<file path="src/hw/crb_consts.vh">
`ifndef CRB_CONSTS_VH
`define CRB_CONSTS_VH
// register word offsets on the bus (byte addresses)
`define CRB_OFS_IP        8'h00
`define CRB_OFS_ACC       8'h04
`define CRB_OFS_TMP       8'h08
`define CRB_OFS_IDX       8'h0C
`define CRB_OFS_MPTR      8'h10
`define CRB_OFS_STK       8'h14
`define CRB_OFS_PSW       8'h18
`define CRB_OFS_ALU_CMD   8'h1C
`define CRB_OFS_BANK_BASE 8'h20
`define CRB_OFS_PROBE     8'h24
`define CRB_OFS_STATUS    8'h28
`define CRB_OFS_GPR_WIN   8'h40
// reset values
`define CRB_RST_WORD      16'h0000
`define CRB_RST_PSW       16'h0030
// condition flag, level mask and interrupt enable bit positions in the status word
`define CRB_BIT_C         0
`define CRB_BIT_V         1
`define CRB_BIT_Z         2
`define CRB_BIT_N         3
`define CRB_BIT_PRIO_LO   4
`define CRB_BIT_PRIO_HI   5
`define CRB_BIT_I         6
`define CRB_BIT_H         7
// bank pointer field inside the upper byte
`define CRB_BANK_LSB      11
`define CRB_BANK_MSB      15
// address space layout
`define CRB_IO_BASE       16'h0000
`define CRB_DATA_BASE     16'h0080
`define CRB_DATA_END      16'h047F
`define CRB_PROG_BASE     16'h8000
`define CRB_VEC_BASE      16'hFFC0
// region codes
`define CRB_REG_IO        2'h0
`define CRB_REG_DATA      2'h1
`define CRB_REG_PROG      2'h2
`define CRB_REG_NONE      2'h3
// alu operation codes
`define CRB_OP_ADD        4'h0
`define CRB_OP_ADDC       4'h1
`define CRB_OP_SUB        4'h2
`define CRB_OP_SUBC       4'h3
`define CRB_OP_SHL        4'h4
`define CRB_OP_SHR        4'h5
`define CRB_OP_AND        4'h6
`define CRB_OP_OR         4'h7
`define CRB_OP_XOR        4'h8
// bus responses
`define CRB_RESP_OKAY     2'h0
`define CRB_RESP_SLVERR   2'h2
`endif

</file>
<file path="src/hw/crb_alu.v">
`timescale 1ns/1ps
// byte-wide arithmetic unit, n and z from the byte result, h and c from the wider sums or shift-out bit
module crb_alu (
    input  wire [7:0] opa,      // accumulator low byte
    input  wire [7:0] opb,      // temp operand low byte
    input  wire       cin,      // current carry flag
    input  wire [3:0] op,       // operation code
    output reg  [7:0] res,      // result byte
    output reg  [4:0] flg,      // {h, n, z, v, c}
    output reg  [4:0] upd       // which flags the op changes
);
`include "crb_consts.vh"
    reg [8:0] sum;    // nine-bit sum for carry out
    reg [4:0] lo;     // nibble sum for half carry
    reg       arith;  // add or subtract type
    reg       subt;   // subtract type
    reg       cuse;   // carry participates
    // combinational operation and flag generation
    always @* begin
        arith = (op <= `CRB_OP_SUBC);
        subt  = (op == `CRB_OP_SUB) || (op == `CRB_OP_SUBC);
        cuse  = (op == `CRB_OP_ADDC) || (op == `CRB_OP_SUBC);
        sum   = 9'h000;
        lo    = 5'h00;
        res   = 8'h00;
        flg   = 5'h00;
        upd   = 5'h0E;
        if (arith) begin
            // borrow taken as carry from the direct nine-bit difference
            if (subt) begin
                sum = {1'b0, opa} - {1'b0, opb} - {8'h00, cuse & cin};
                lo  = {1'b0, opa[3:0]} - {1'b0, opb[3:0]}
                    - {4'h0, cuse & cin};
            end else begin
                sum = {1'b0, opa} + {1'b0, opb} + {8'h00, cuse & cin};
                lo  = {1'b0, opa[3:0]} + {1'b0, opb[3:0]}
                    + {4'h0, cuse & cin};
            end
            res    = sum[7:0];
            flg[4] = lo[4];
            flg[0] = sum[8];
            flg[1] = subt ? ((opa[7] ^ opb[7]) & (opa[7] ^ res[7]))
                          : (~(opa[7] ^ opb[7]) & (opa[7] ^ res[7]));
            upd    = 5'h1F;
        end else if (op == `CRB_OP_SHL) begin
            res    = {opa[6:0], 1'b0};
            flg[0] = opa[7];
            upd    = 5'h0F;
        end else if (op == `CRB_OP_SHR) begin
            res    = {1'b0, opa[7:1]};
            flg[0] = opa[0];
            upd    = 5'h0F;
        end else if (op == `CRB_OP_AND) begin
            res = opa & opb;
        end else if (op == `CRB_OP_OR) begin
            res = opa | opb;
        end else begin
            res = opa ^ opb;
        end
        flg[3] = res[7];
        flg[2] = (res == 8'h00);
    end
endmodule

</file>
<file path="src/hw/crb_core.v">
// Implementation choices: the placing of the registers and the AXI4-Lite register port.
`timescale 1ns/1ps
//
// Overview of operation
// - one linear 64-Kbyte space for all areas
// - io area lowest, data area directly above
// - program area at top, vectors highest
// - 16-bit instruction pointer holds fetch address
// - 16-bit accumulator, byte ops use low byte
// - 16-bit temp operand partners accumulator, low byte
// - index, memory pointer and stack pointer registers
// - status word: bank pointer high, flags low
// - half carry from bit 3 to 4
// - interrupt enable gates interrupts, reset clears
// - level mask admits only higher priority requests
// - negative follows result most significant bit
// - zero set when result is zero
// - overflow on two's complement range overflow
// - carry out of bit 7, shift-out bit
// - bank pointer selects active register bank
// - eight 8-bit registers per bank, sixteen banks
// - only lower half of bank space usable
module crb_core #(
    parameter ADDR_W = 8,    // bus address width
    parameter BANKS  = 16    // usable register banks
) (
    input  wire              aclk,           // core clock
    input  wire              aresetn,        // sync reset, active low
    input  wire [ADDR_W-1:0] s_axi_awaddr,   // write address
    input  wire              s_axi_awvalid,  // write address valid
    output wire              s_axi_awready,  // write address ready
    input  wire [31:0]       s_axi_wdata,    // write data
    input  wire [3:0]        s_axi_wstrb,    // write byte enables
    input  wire              s_axi_wvalid,   // write data valid
    output wire              s_axi_wready,   // write data ready
    output wire [1:0]        s_axi_bresp,    // write response
    output wire              s_axi_bvalid,   // write response valid
    input  wire              s_axi_bready,   // write response ready
    input  wire [ADDR_W-1:0] s_axi_araddr,   // read address
    input  wire              s_axi_arvalid,  // read address valid
    output wire              s_axi_arready,  // read address ready
    output wire [31:0]       s_axi_rdata,    // read data
    output wire [1:0]        s_axi_rresp,    // read response
    output wire              s_axi_rvalid,   // read data valid
    input  wire              s_axi_rready,   // read data ready
    input  wire              irq_req,        // interrupt request
    input  wire [1:0]        irq_level,      // request level code
    output wire              irq_admit,      // request admitted
    output wire [15:0]       instruction_pointer, // fetch address
    output wire [15:0]       bank_base_addr  // active bank address
);
`include "crb_consts.vh"
    localparam GPR_N = BANKS * 8;            // general register count

    // register select codes
    localparam SEL_IP   = 4'h0;
    localparam SEL_ACC  = 4'h1;
    localparam SEL_TMP  = 4'h2;
    localparam SEL_IDX  = 4'h3;
    localparam SEL_MPTR = 4'h4;
    localparam SEL_STK  = 4'h5;
    localparam SEL_PSW  = 4'h6;
    localparam SEL_ALU  = 4'h7;
    localparam SEL_BASE = 4'h8;
    localparam SEL_PRB  = 4'h9;
    localparam SEL_STAT = 4'hA;
    localparam SEL_GPR  = 4'hB;
    localparam SEL_NONE = 4'hF;

    // decodes a byte address into a register select code
    function [3:0] reg_sel;
        input [ADDR_W-1:0] adr;
        begin
            case ({adr[ADDR_W-1:2], 2'b00})
                `CRB_OFS_IP:        reg_sel = SEL_IP;
                `CRB_OFS_ACC:       reg_sel = SEL_ACC;
                `CRB_OFS_TMP:       reg_sel = SEL_TMP;
                `CRB_OFS_IDX:       reg_sel = SEL_IDX;
                `CRB_OFS_MPTR:      reg_sel = SEL_MPTR;
                `CRB_OFS_STK:       reg_sel = SEL_STK;
                `CRB_OFS_PSW:       reg_sel = SEL_PSW;
                `CRB_OFS_ALU_CMD:   reg_sel = SEL_ALU;
                `CRB_OFS_BANK_BASE: reg_sel = SEL_BASE;
                `CRB_OFS_PROBE:     reg_sel = SEL_PRB;
                `CRB_OFS_STATUS:    reg_sel = SEL_STAT;
                default: begin
                    if ((adr[ADDR_W-1:5] == `CRB_OFS_GPR_WIN >> 5)
                        && (adr[ADDR_W-1:5] != 0))
                        reg_sel = SEL_GPR;
                    else
                        reg_sel = SEL_NONE;
                end
            endcase
        end
    endfunction

    // merges byte lanes of a write into a 16-bit register
    function [15:0] merge16;
        input [15:0] old;
        input [31:0] d;
        input [3:0]  s;
        begin
            merge16[7:0]  = s[0] ? d[7:0]  : old[7:0];
            merge16[15:8] = s[1] ? d[15:8] : old[15:8];
        end
    endfunction

    // architectural registers
    reg [15:0] ip_reg;         // instruction pointer
    reg [15:0] acc_reg;        // accumulator
    reg [15:0] tmp_reg;        // temp operand
    reg [15:0] idx_reg;        // offset base register
    reg [15:0] mptr_reg;       // memory pointer
    reg [15:0] stk_reg;        // stack top pointer
    reg [15:0] psw_reg;        // processor state word
    reg [3:0]  alu_op_reg;     // last operation issued
    reg [15:0] probe_reg;      // address under inspection
    reg        irq_admit_reg;  // admitted request
    reg [15:0] base_out_reg;   // active bank address, port copy
    reg [7:0]  gpr_mem [0:GPR_N-1]; // banked general registers
    // bus slave state
    reg              aw_got_reg;   // write address held
    reg              w_got_reg;    // write data held
    reg [ADDR_W-1:0] awaddr_reg;   // held write address
    reg [31:0]       wdata_reg;    // held write data
    reg [3:0]        wstrb_reg;    // held byte enables
    reg              bvalid_reg;   // response pending
    reg [1:0]        bresp_reg;    // response code
    reg              rvalid_reg;   // read data pending
    reg [31:0]       rdata_reg;    // read data
    reg [1:0]        rresp_reg;    // read response code

    // bank pointer and derived values
    wire [7:0]  bank_ptr  = psw_reg[15:8];
    wire [7:0]  cond_flg  = psw_reg[7:0];
    wire [4:0]  bank_idx  = psw_reg[`CRB_BANK_MSB:`CRB_BANK_LSB];
    wire [1:0]  prio_mask = psw_reg[`CRB_BIT_PRIO_HI:`CRB_BIT_PRIO_LO];
    wire [1:0]  region;        // region of probe address
    wire        vec_area;      // probe in vector area
    wire [15:0] bank_base;     // active bank byte address
    wire        bank_ok;       // active bank usable
    wire [7:0]  alu_res;       // alu result byte
    wire [4:0]  alu_flg;       // alu flag values
    wire [4:0]  alu_upd;       // alu flag update mask

    // address map and bank location
    crb_mem_map #(
        .BANKS     (BANKS)
    ) u_map (
        .addr      (probe_reg),
        .bank_idx  (bank_idx),
        .region    (region),
        .vec_area  (vec_area),
        .bank_base (bank_base),
        .bank_ok   (bank_ok)
    );

    // byte arithmetic on the low bytes of accumulator and temp
    crb_alu u_alu (
        .opa (acc_reg[7:0]),
        .opb (tmp_reg[7:0]),
        .cin (psw_reg[`CRB_BIT_C]),
        .op  (wdata_reg[3:0]),
        .res (alu_res),
        .flg (alu_flg),
        .upd (alu_upd)
    );

    // handshakes: one write and one read under way at a time
    wire do_write = aw_got_reg & w_got_reg & ~bvalid_reg;
    wire [3:0] wsel = reg_sel(awaddr_reg);
    wire [3:0] rsel = reg_sel(s_axi_araddr);
    wire [2:0] wgpr = awaddr_reg[4:2];       // register in bank, write
    wire [2:0] rgpr = s_axi_araddr[4:2];     // register in bank, read
    wire [6:0] wgpr_a = {bank_idx[3:0], wgpr};
    wire [6:0] rgpr_a = {bank_idx[3:0], rgpr};
    wire       ar_hs = s_axi_arvalid & ~rvalid_reg;

    assign s_axi_awready = ~aw_got_reg & ~bvalid_reg;
    assign s_axi_wready  = ~w_got_reg & ~bvalid_reg;
    assign s_axi_bvalid  = bvalid_reg;
    assign s_axi_bresp   = bresp_reg;
    assign s_axi_arready = ~rvalid_reg;
    assign s_axi_rvalid  = rvalid_reg;
    assign s_axi_rdata   = rdata_reg;
    assign s_axi_rresp   = rresp_reg;
    assign irq_admit     = irq_admit_reg;
    assign instruction_pointer = ip_reg;
    assign bank_base_addr      = base_out_reg;

    // next status word after a bus write or an alu operation
    reg [15:0] psw_next;
    always @* begin
        psw_next = psw_reg;
        if (do_write && wsel == SEL_PSW) begin
            psw_next = merge16(psw_reg, wdata_reg, wstrb_reg);
        end else if (do_write && wsel == SEL_ALU && wstrb_reg[0]) begin
            // only flags named by the operation change
            if (alu_upd[4])
                psw_next[`CRB_BIT_H] = alu_flg[4];
            if (alu_upd[3])
                psw_next[`CRB_BIT_N] = alu_flg[3];
            if (alu_upd[2])
                psw_next[`CRB_BIT_Z] = alu_flg[2];
            if (alu_upd[1])
                psw_next[`CRB_BIT_V] = alu_flg[1];
            if (alu_upd[0])
                psw_next[`CRB_BIT_C] = alu_flg[0];
        end
    end

    // write channel capture and response
    always @(posedge aclk) begin
        if (!aresetn) begin
            aw_got_reg <= 1'b0;
            w_got_reg  <= 1'b0;
            awaddr_reg <= {ADDR_W{1'b0}};
            wdata_reg  <= 32'h00000000;
            wstrb_reg  <= 4'h0;
            bvalid_reg <= 1'b0;
            bresp_reg  <= `CRB_RESP_OKAY;
        end else begin
            // address and data taken in either order
            if (s_axi_awvalid && s_axi_awready) begin
                aw_got_reg <= 1'b1;
                awaddr_reg <= s_axi_awaddr;
            end
            if (s_axi_wvalid && s_axi_wready) begin
                w_got_reg <= 1'b1;
                wdata_reg <= s_axi_wdata;
                wstrb_reg <= s_axi_wstrb;
            end
            if (do_write) begin
                aw_got_reg <= 1'b0;
                w_got_reg  <= 1'b0;
                bvalid_reg <= 1'b1;
                // unmapped, read-only or unusable bank answer error
                if (wsel == SEL_NONE || wsel == SEL_BASE ||
                    wsel == SEL_STAT || (wsel == SEL_GPR && !bank_ok))
                    bresp_reg <= `CRB_RESP_SLVERR;
                else
                    bresp_reg <= `CRB_RESP_OKAY;
            end else if (bvalid_reg && s_axi_bready) begin
                bvalid_reg <= 1'b0;
            end
        end
    end

    // architectural register updates
    always @(posedge aclk) begin
        if (!aresetn) begin
            ip_reg     <= `CRB_RST_WORD;
            acc_reg    <= `CRB_RST_WORD;
            tmp_reg    <= `CRB_RST_WORD;
            idx_reg    <= `CRB_RST_WORD;
            mptr_reg   <= `CRB_RST_WORD;
            stk_reg    <= `CRB_RST_WORD;
            psw_reg    <= `CRB_RST_PSW;
            alu_op_reg <= 4'h0;
            probe_reg  <= `CRB_RST_WORD;
        end else begin
            psw_reg <= psw_next;
            if (do_write) begin
                case (wsel)
                    SEL_IP:   ip_reg   <= merge16(ip_reg, wdata_reg,
                                                  wstrb_reg);
                    SEL_ACC:  acc_reg  <= merge16(acc_reg, wdata_reg,
                                                  wstrb_reg);
                    SEL_TMP:  tmp_reg  <= merge16(tmp_reg, wdata_reg,
                                                  wstrb_reg);
                    SEL_IDX:  idx_reg  <= merge16(idx_reg, wdata_reg,
                                                  wstrb_reg);
                    SEL_MPTR: mptr_reg <= merge16(mptr_reg, wdata_reg,
                                                  wstrb_reg);
                    SEL_STK:  stk_reg  <= merge16(stk_reg, wdata_reg,
                                                   wstrb_reg);
                    SEL_PRB:  probe_reg <= merge16(probe_reg, wdata_reg,
                                                   wstrb_reg);
                    SEL_ALU: begin
                        if (wstrb_reg[0]) begin
                            alu_op_reg   <= wdata_reg[3:0];
                            acc_reg[7:0] <= alu_res;
                        end
                    end
                    default: begin
                        // nothing stored for other selects
                    end
                endcase
            end
        end
    end

    // banked general registers in data memory
    always @(posedge aclk) begin
        if (do_write && wsel == SEL_GPR && bank_ok && wstrb_reg[0])
            gpr_mem[wgpr_a] <= wdata_reg[7:0];
    end

    // read data selection
    reg [31:0] rdata_next;
    reg [1:0]  rresp_next;
    always @* begin
        rdata_next = 32'h00000000;
        rresp_next = `CRB_RESP_OKAY;
        case (rsel)
            SEL_IP:   rdata_next[15:0] = ip_reg;
            SEL_ACC:  rdata_next[15:0] = acc_reg;
            SEL_TMP:  rdata_next[15:0] = tmp_reg;
            SEL_IDX:  rdata_next[15:0] = idx_reg;
            SEL_MPTR: rdata_next[15:0] = mptr_reg;
            SEL_STK:  rdata_next[15:0] = stk_reg;
            SEL_PSW:  rdata_next[15:0] = {bank_ptr, cond_flg};
            SEL_ALU:  rdata_next[3:0]  = alu_op_reg;
            SEL_BASE: rdata_next[15:0] = bank_base;
            SEL_PRB:  rdata_next[15:0] = probe_reg;
            SEL_STAT: begin
                // live view of map, bank and interrupt state
                rdata_next[1:0] = region;
                rdata_next[2]   = vec_area;
                rdata_next[3]   = bank_ok;
                rdata_next[4]   = irq_admit_reg;
                rdata_next[9:5] = bank_idx;
            end
            SEL_GPR: begin
                if (bank_ok)
                    rdata_next[7:0] = gpr_mem[rgpr_a];
                else
                    rresp_next = `CRB_RESP_SLVERR;
            end
            default: rresp_next = `CRB_RESP_SLVERR;
        endcase
    end

    // read channel
    always @(posedge aclk) begin
        if (!aresetn) begin
            rvalid_reg <= 1'b0;
            rdata_reg  <= 32'h00000000;
            rresp_reg  <= `CRB_RESP_OKAY;
        end else if (ar_hs) begin
            rvalid_reg <= 1'b1;
            rdata_reg  <= rdata_next;
            rresp_reg  <= rresp_next;
        end else if (rvalid_reg && s_axi_rready) begin
            rvalid_reg <= 1'b0;
        end
    end

    // interrupt admission: enable set and level code below mask
    always @(posedge aclk) begin
        if (!aresetn) begin
            irq_admit_reg <= 1'b0;
        end else begin
            irq_admit_reg <= irq_req && psw_reg[`CRB_BIT_I]
                             && (irq_level < prio_mask);
        end
    end

    // registered copy of the active bank address for the port
    always @(posedge aclk) begin
        if (!aresetn)
            base_out_reg <= `CRB_DATA_BASE;
        else
            base_out_reg <= bank_base;
    end
endmodule

</file>
<file path="src/hw/crb_mem_map.v">
`timescale 1ns/1ps
// address region decode and active bank location
module crb_mem_map #(
    parameter BANKS = 16   // usable banks, lower half of the pointer space
) (
    input  wire [15:0] addr,       // probed address
    input  wire [4:0]  bank_idx,   // bank pointer field
    output reg  [1:0]  region,     // region code
    output wire        vec_area,   // address in vector table area
    output wire [15:0] bank_base,  // byte address of active bank
    output wire        bank_ok     // bank lies in usable half
);
`include "crb_consts.vh"
    // io lowest, data directly above, program at the top
    always @* begin
        if (addr < `CRB_DATA_BASE)
            region = `CRB_REG_IO;
        else if (addr <= `CRB_DATA_END)
            region = `CRB_REG_DATA;
        else if (addr >= `CRB_PROG_BASE)
            region = `CRB_REG_PROG;
        else
            region = `CRB_REG_NONE;
    end
    assign vec_area  = (addr >= `CRB_VEC_BASE);
    assign bank_base = `CRB_DATA_BASE + {8'h00, bank_idx, 3'b000};
    assign bank_ok   = ({27'h0, bank_idx} < BANKS);
endmodule

</file>
<file path="config.mk">
export PLATFORM = sky130hd
export DESIGN_NAME = crb_core
export DESIGN_NICKNAME = d
export VERILOG_FILES = /design/src/hw/crb_alu.v /design/src/hw/crb_core.v /design/src/hw/crb_mem_map.v
export VERILOG_INCLUDE_DIRS = /design/src /design/src/hw
export SDC_FILE = /design/constraint.sdc
export NUM_CORES = 2
export LEC_CHECK = 0
export ABC_CLOCK_PERIOD_IN_PS = 8000
export BUFFER_PORTS_ARGS = -buffer_cell sky130_fd_sc_hd__buf_2
export CORE_MARGIN = 4
export CORE_UTILIZATION = 24
export CTS_CLUSTER_DIAMETER = 100
export DETAILED_ROUTE_END_ITERATION = 10
export PLACE_DENSITY = 0.43
export REMOVE_ABC_BUFFERS = 1
export SLEW_MARGIN = 20
export SYNTH_ARGS = -nofsm -noshare
export SYNTH_HDL_FRONTEND = slang
export SYNTH_SLANG_ARGS = --single-unit
</file>
<file path="constraint.sdc">
create_clock -name aclk -period 8 [get_ports aclk]
set_clock_uncertainty 0.2 [all_clocks]
set_input_delay 0.8 -clock aclk [delete_from_list [all_inputs] [get_ports aclk]]
set_output_delay 0.8 -clock aclk [all_outputs]
set_load 0.01 [all_outputs]
</file>
Word-level counts from Yosys, hierarchy flattened --
Memory sizes are Yosys's and may differ from the RTL's. Cells that the tools add are included. Widths: inputs -> output; s select.
Word-level totals: output and inout port bits 74, bits in writable memories 1024, word-level logic and storage cells 237, memories 1, register bits 199, bits of input ports 62
Operators by class: add/subtract/negate cells 9, bitwise gates (word level) 19, equality and inequality tests 55, magnitude comparators 7, reductions and logical operators 61, muxes and demuxes 51
Memory list:
- gpr_mem | depth 128, width 8, read ports 1, clocked after Yosys merged registers in 0, write ports 1, line crb_core.v:120 | reg [7:0] gpr_mem [0:GPR_N-1];
Operators with widths (number):
- $pmux 4 s11 | 3
- $mux 8 | 9
- $reduce_and 3->1 | 19
- $pmux 6 s9 | 1
- $eq 4x3->1 const B | 12
- $eq 6x3->1 const B | 8
- $pmux 4 s12 | 1
- $eq 4x4->1 const B | 9
- $eq 6x4->1 const B | 6
- $ge 16x16->1 const B | 2
- $eq 4x2->1 const B | 6
- $eq 6x2->1 const B | 4
- $mux 1 | 21
- $pmux 2 s10 | 1
- $mux 9 | 2
- $reduce_bool 2->1 | 9
- $le 16x11->1 const B | 1
- $lt 16x8->1 const B | 1
- $pmux 8 s2 | 1
- $logic_and 1x1->1 | 15
- $mux 5 | 3
- $eq 4x1->1 const B | 3
- $eq 6x1->1 const B | 2
- $logic_not 6->1 | 2
- other kinds (33) | 61

Longest topological paths before layout --
depth after elaboration 13, gate-level depth with buffers 17, depth with buffers taken out 15

Modules after synthesis --
A second synthesis with hierarchy kept.
Unflattened totals: cell total of the unflattened synthesis 3457, area total of the unflattened synthesis 50378.3 um^2
By module, submodules not included:
- crb_core | cells each 3190, area an instance 48494.0 um^2, seq. area each 34653.2 um^2, instances 1
- crb_alu | cells each 239, area an instance 1701.6 um^2, seq. area each 0.0 um^2, instances 1
- crb_mem_map | cells each 28, area an instance 182.7 um^2, seq. area each 0.0 um^2, instances 1

Least setup slack after synthesis --
Ideal clock, no wire load.
path type flip-flop to flip-flop, start register wdata_reg[0], end register psw_reg[2], library setup time 0.084 ns, required time 7.716 ns, data arrival time 5.666 ns, slack 2.050 ns, stages on the path, launching flop included 17, period minus slack after synthesis 5.950 ns, buffers on the path 3, cells stage by stage dfxtp_1 > buf_6 > clkbuf_1 > clkbuf_1 > nand3_1 > inv_1 > fa_1 > ha_1 > or2_2 > fa_1 > o21ai_0 > nor2b_1 > xnor2_1 > mux2i_1 > a21oi_1 > or4_1 > o31ai_2
Between the ends: longest elaborated chain between the ends 11, elaborated cells on any way between the ends 27, classes of those cells 2 x add/sub; 1 x order compare; 7 x eq/ne; 11 x mux; 1 x bitwise; 5 x reduce/logical
Ends and longest elaborated chain:
- from (decl) | line crb_core.v:125 | reg [31:0] wdata_reg;
- from (signal assigned) | line crb_core.v:230 | wdata_reg <= s_axi_wdata;
- $eq 4x1->1 (no line) or $eq 4x2->1 (tied branches)
- $logic_or 1x1->1 | line crb_alu.v:22 | cuse = (op == `CRB_OP_ADDC) || (op == `CRB_OP_SUBC);
- $and 1x1->1 | line crb_alu.v:31, crb_alu.v:35
- $add 9x1->9 or $sub 9x1->9 (tied branches) | line crb_alu.v:35, crb_alu.v:31
- $mux 9 | line crb_alu.v:30 | if (subt) begin
- $mux 9 | line crb_alu.v:28 | if (arith) begin
- $mux 8 | line crb_alu.v:28
- $logic_not 8->1 | line crb_alu.v:61 | flg[2] = (res == 8'h00);
- $mux 1 | line crb_core.v:203 | if (alu_upd[2])
- $mux 4 | line crb_core.v:197 | end else if (do_write && wsel == SEL_ALU && wstrb_reg[0]) begin
- $mux 4 | line crb_core.v:195 | if (do_write && wsel == SEL_PSW) begin
- to (signal assigned) | line crb_core.v:258 | psw_reg <= `CRB_RST_PSW;
- to (signal assigned) | line crb_core.v:262 | psw_reg <= psw_next;
- to (decl) | line crb_core.v:115 | reg [15:0] psw_reg;
Several ways; a longest one is shown, not always the timed one. The select of a mux whose other input is x is not followed. A chain may end at the register's enable or synchronous reset.

Worst setup path in the final report --
start register wdata_reg[2], end register psw_reg[2]
The elaborated chain is that of the path after synthesis.

==> impl_metrics.toml <==
[placed_design]
post_dp_cell_area_sq_um = 52800
dp_hpwl_um = 87100
gp_congestion = 0.752
post-place-ws_ps = 3250
io_buffer_count = 85
placedCellCount = 5581

[finish]
fin_area_sq_um = 57000
final.fill_count = 20600
drive_gt1_frac = 0.210
synthToLayoutAreaGrowth_pct = 15.2
final_cells = 5816
largest-register = "gpr_mem"
nNetsFinal = 3129
utilization = 0.278
largest_reg_flops = 1024

[drt]
drt_iter0_drc = 2685
ant_nets = 0
vias_per_cell = 4.59
vias = 26700
drc = 0
firstDrtPassIters = 5
wl_per_cell_um = 24.5
wirelength_um = 143000

[die]
ios = 136
std_cell_rows = 166
core_area_sq_um = 205000
start_util = 0.242
dieArea_sq_um = 213000
die_y_um = 462
fp.dieW_um = 462

[critical_path]
critPathCaptureType = "flip-flop"
crit_slowest_cell = "or4_1"
startpoint_type = "flip-flop"
criticalPathCategory = "reg -> reg"
max_stage_delay_ps = 550
crit_path_cell_trace = "nor2_1, buf_4, nand3_1, inv_1, fa_1, inv_1, ha_1, or2_2, fa_1, o21ai_0, nor2b_1, xnor2_1, mux2i_1, a21oi_1, or4_1, o31ai_2"
cp_max_fo = 21
regToRegSetupSlack_ps = 3520
arrival_ps = 4940
cp.required_ps = 8460

[clock_network]
cts_made_buffers = 135
cts.path.max_buffers = 3
ctsResizeCount = 0
clkSinkCount = 1209
cts_tree = "built"
clk_latency_ps = 760
postCtsSetupRepairBufs = 0
root_buffer = "clkbuf_16"
cts_max_level = 4
postCtsHoldBufs = 0
path_clk_slew_ps = 60

[yosys]
ys_warn_count = 0
ys_seq_area_frac = 0.696
yosys.area.top_type_share = 0.622
synth_seq_cells = 1209
synthTopCellsByCount = "edfxtp_1 (1024), mux4_2 (291), nand2_1 (248)"
synthCells = 2931
syn_avg_cell_area_sq_um = 16.9
synthFlopType = "edfxtp_1"
async_flop_share = 0
ys_types = 81
synth_enable_flop_cells = 1024
synth_area_leaders = "edfxtp_1 (62%), mux4_2 (13%), dfxtp_1 (7.5%)"
synthesis.area_sq_um = 49500
yosysTopAreaCell = "edfxtp_1"
yosysMostFrequentCell = "edfxtp_1"

[job]
maxCapViolCount = 0

[global_route]
overflow = 0
track_usage = 0.132
grt_pass1_wl_um = 203000
grt_max_degree = 93
antenna_found_initial = 8
grt_pass1_vias = 27000

[sta]
maxSlewViolCount = 0
rsz0062_at_grt = "no"
finalSetupViolations = 0
fmax_mhz = 223
finalCritPeriodShare = 0.560
holdWs_ps = 84.4
layout_min_cycle_time_ps = 4480
final_hold_viol_count = 0
finalSetupTns_ps = 0
postLayoutSetupSlackWorst_ps = 3520
max_slew_margin = 0.276
worst_slew_pin_slew_ps = 1080

[pwr]
p_sw_mw = 2.97
power_leakage_nw = 18.2
p_int_mw = 10.4
p_per_area_nw_per_um2 = 235
power.share.combinational = 0.043
power_mw = 13.4
clockPowerShare = 0.440
ir_worst_vdd_mv = 0.132
p_sw_frac = 0.222
pwr-share-seq = 0.517

[outcome]
run_status = "finished, final reports clean"

[worst_hold_path]
hp-class = "in -> reg"
## kinds of logic (layout without fill, tap and decap cells)
logic type               Yosys count  count (layout)  share of synthesized area
buffers and inverters            250             418                     0.0265
other                              1              30                  0.0000758
flip-flops                      1209            1209                      0.696
adder cells (fa/ha/maj)           36              36                    0.00966
AO/OA/AOI/OAI                    337             337                     0.0429
multiplexers                     423             423                      0.163
AND/OR/NAND/NOR                  660             660                     0.0584
XOR/XNOR                          15              15                    0.00266
## layout make-up
class | count | area, sq um | area share
clock buffers | 180 | 3650 | 0.0642
diodes | 2 | 5.00 | 0.0000879
clock inverters | 51 | 443 | 0.00778
flip-flops and latches | 1209 | 34500 | 0.605
inverters | 40 | 158 | 0.00277
repair buffers | 147 | 1000 | 0.0176
well taps | 2688 | 3360 | 0.0590
multi-input cells | 1499 | 13900 | 0.243
## placed cells by master (no fill, tap or decap), drive strengths merged, types with 9 or more instances in the layout
| master | instances |
|---|---|
| a211oi | 10 |
| a21oi | 139 |
| a222oi | 9 |
| a22oi | 35 |
| a31oi | 15 |
| and2 | 13 |
| buf | 147 |
| clkbuf | 180 |
| clkinv | 42 |
| conb | 28 |
| dfxtp | 185 |
| edfxtp | 1024 |
| ha | 31 |
| inv | 44 |
| mux2i | 113 |
| mux4 | 303 |
| nand2 | 248 |
| nand2b | 10 |
| nand3 | 74 |
| nor2 | 239 |
| nor2b | 17 |
| nor3 | 17 |
| o211ai | 13 |
| o21ai | 44 |
| o22ai | 21 |
| xnor2 | 12 |
## worst paths after layout
path	from	endpoint	depth (start not counted)
setup / recovery	wdata_reg[2]	psw_reg[2]	16
hold / removal	s_axi_wdata[15]	wdata_reg[15]	3
setup reg to reg	wdata_reg[2]	psw_reg[2]	16
hold reg to reg	mptr_reg[11]	mptr_reg[11]	2
## critical path, delay by kind of cell, from the launching register on
family | cells | cell delay, ps
and+or+nand+nor | 5 | 1340
buffers and inverters | 3 | 340
DFF | 1 | 540
xor gates and xnor gates | 1 | 90
muxes | 1 | 130
AOI/OAI and AO/OA | 3 | 580
adders and majority gates | 3 | 1140
## per-layer routing
layer / vias up / part of all wire / GRT usage
met1: 14100 / 0.46 / 0.187
met3: 170 / 0.052 / 0.0224
li1: 11700 / - / -
met4: 2 / 0.016 / 0.0267
met5: - / 0.000084 / 0
met2: 730 / 0.47 / 0.212
## power groups by stage
stage / registers (mW) / clock network (mW) / logic (mW)
4_1_cts: 6.93 / 6.06 / 0.596
3_5_place_dp: 7.06 / 0 / 0.597
3_3_place_gp: 7.06 / 0 / 0.592
2_1_floorplan: 7.08 / 0 / 0.256
5_1_grt: 6.93 / 6.33 / 0.628
6_report: 6.93 / 5.90 / 0.582
No activity file was read; power rests on OpenSTA's default activity.
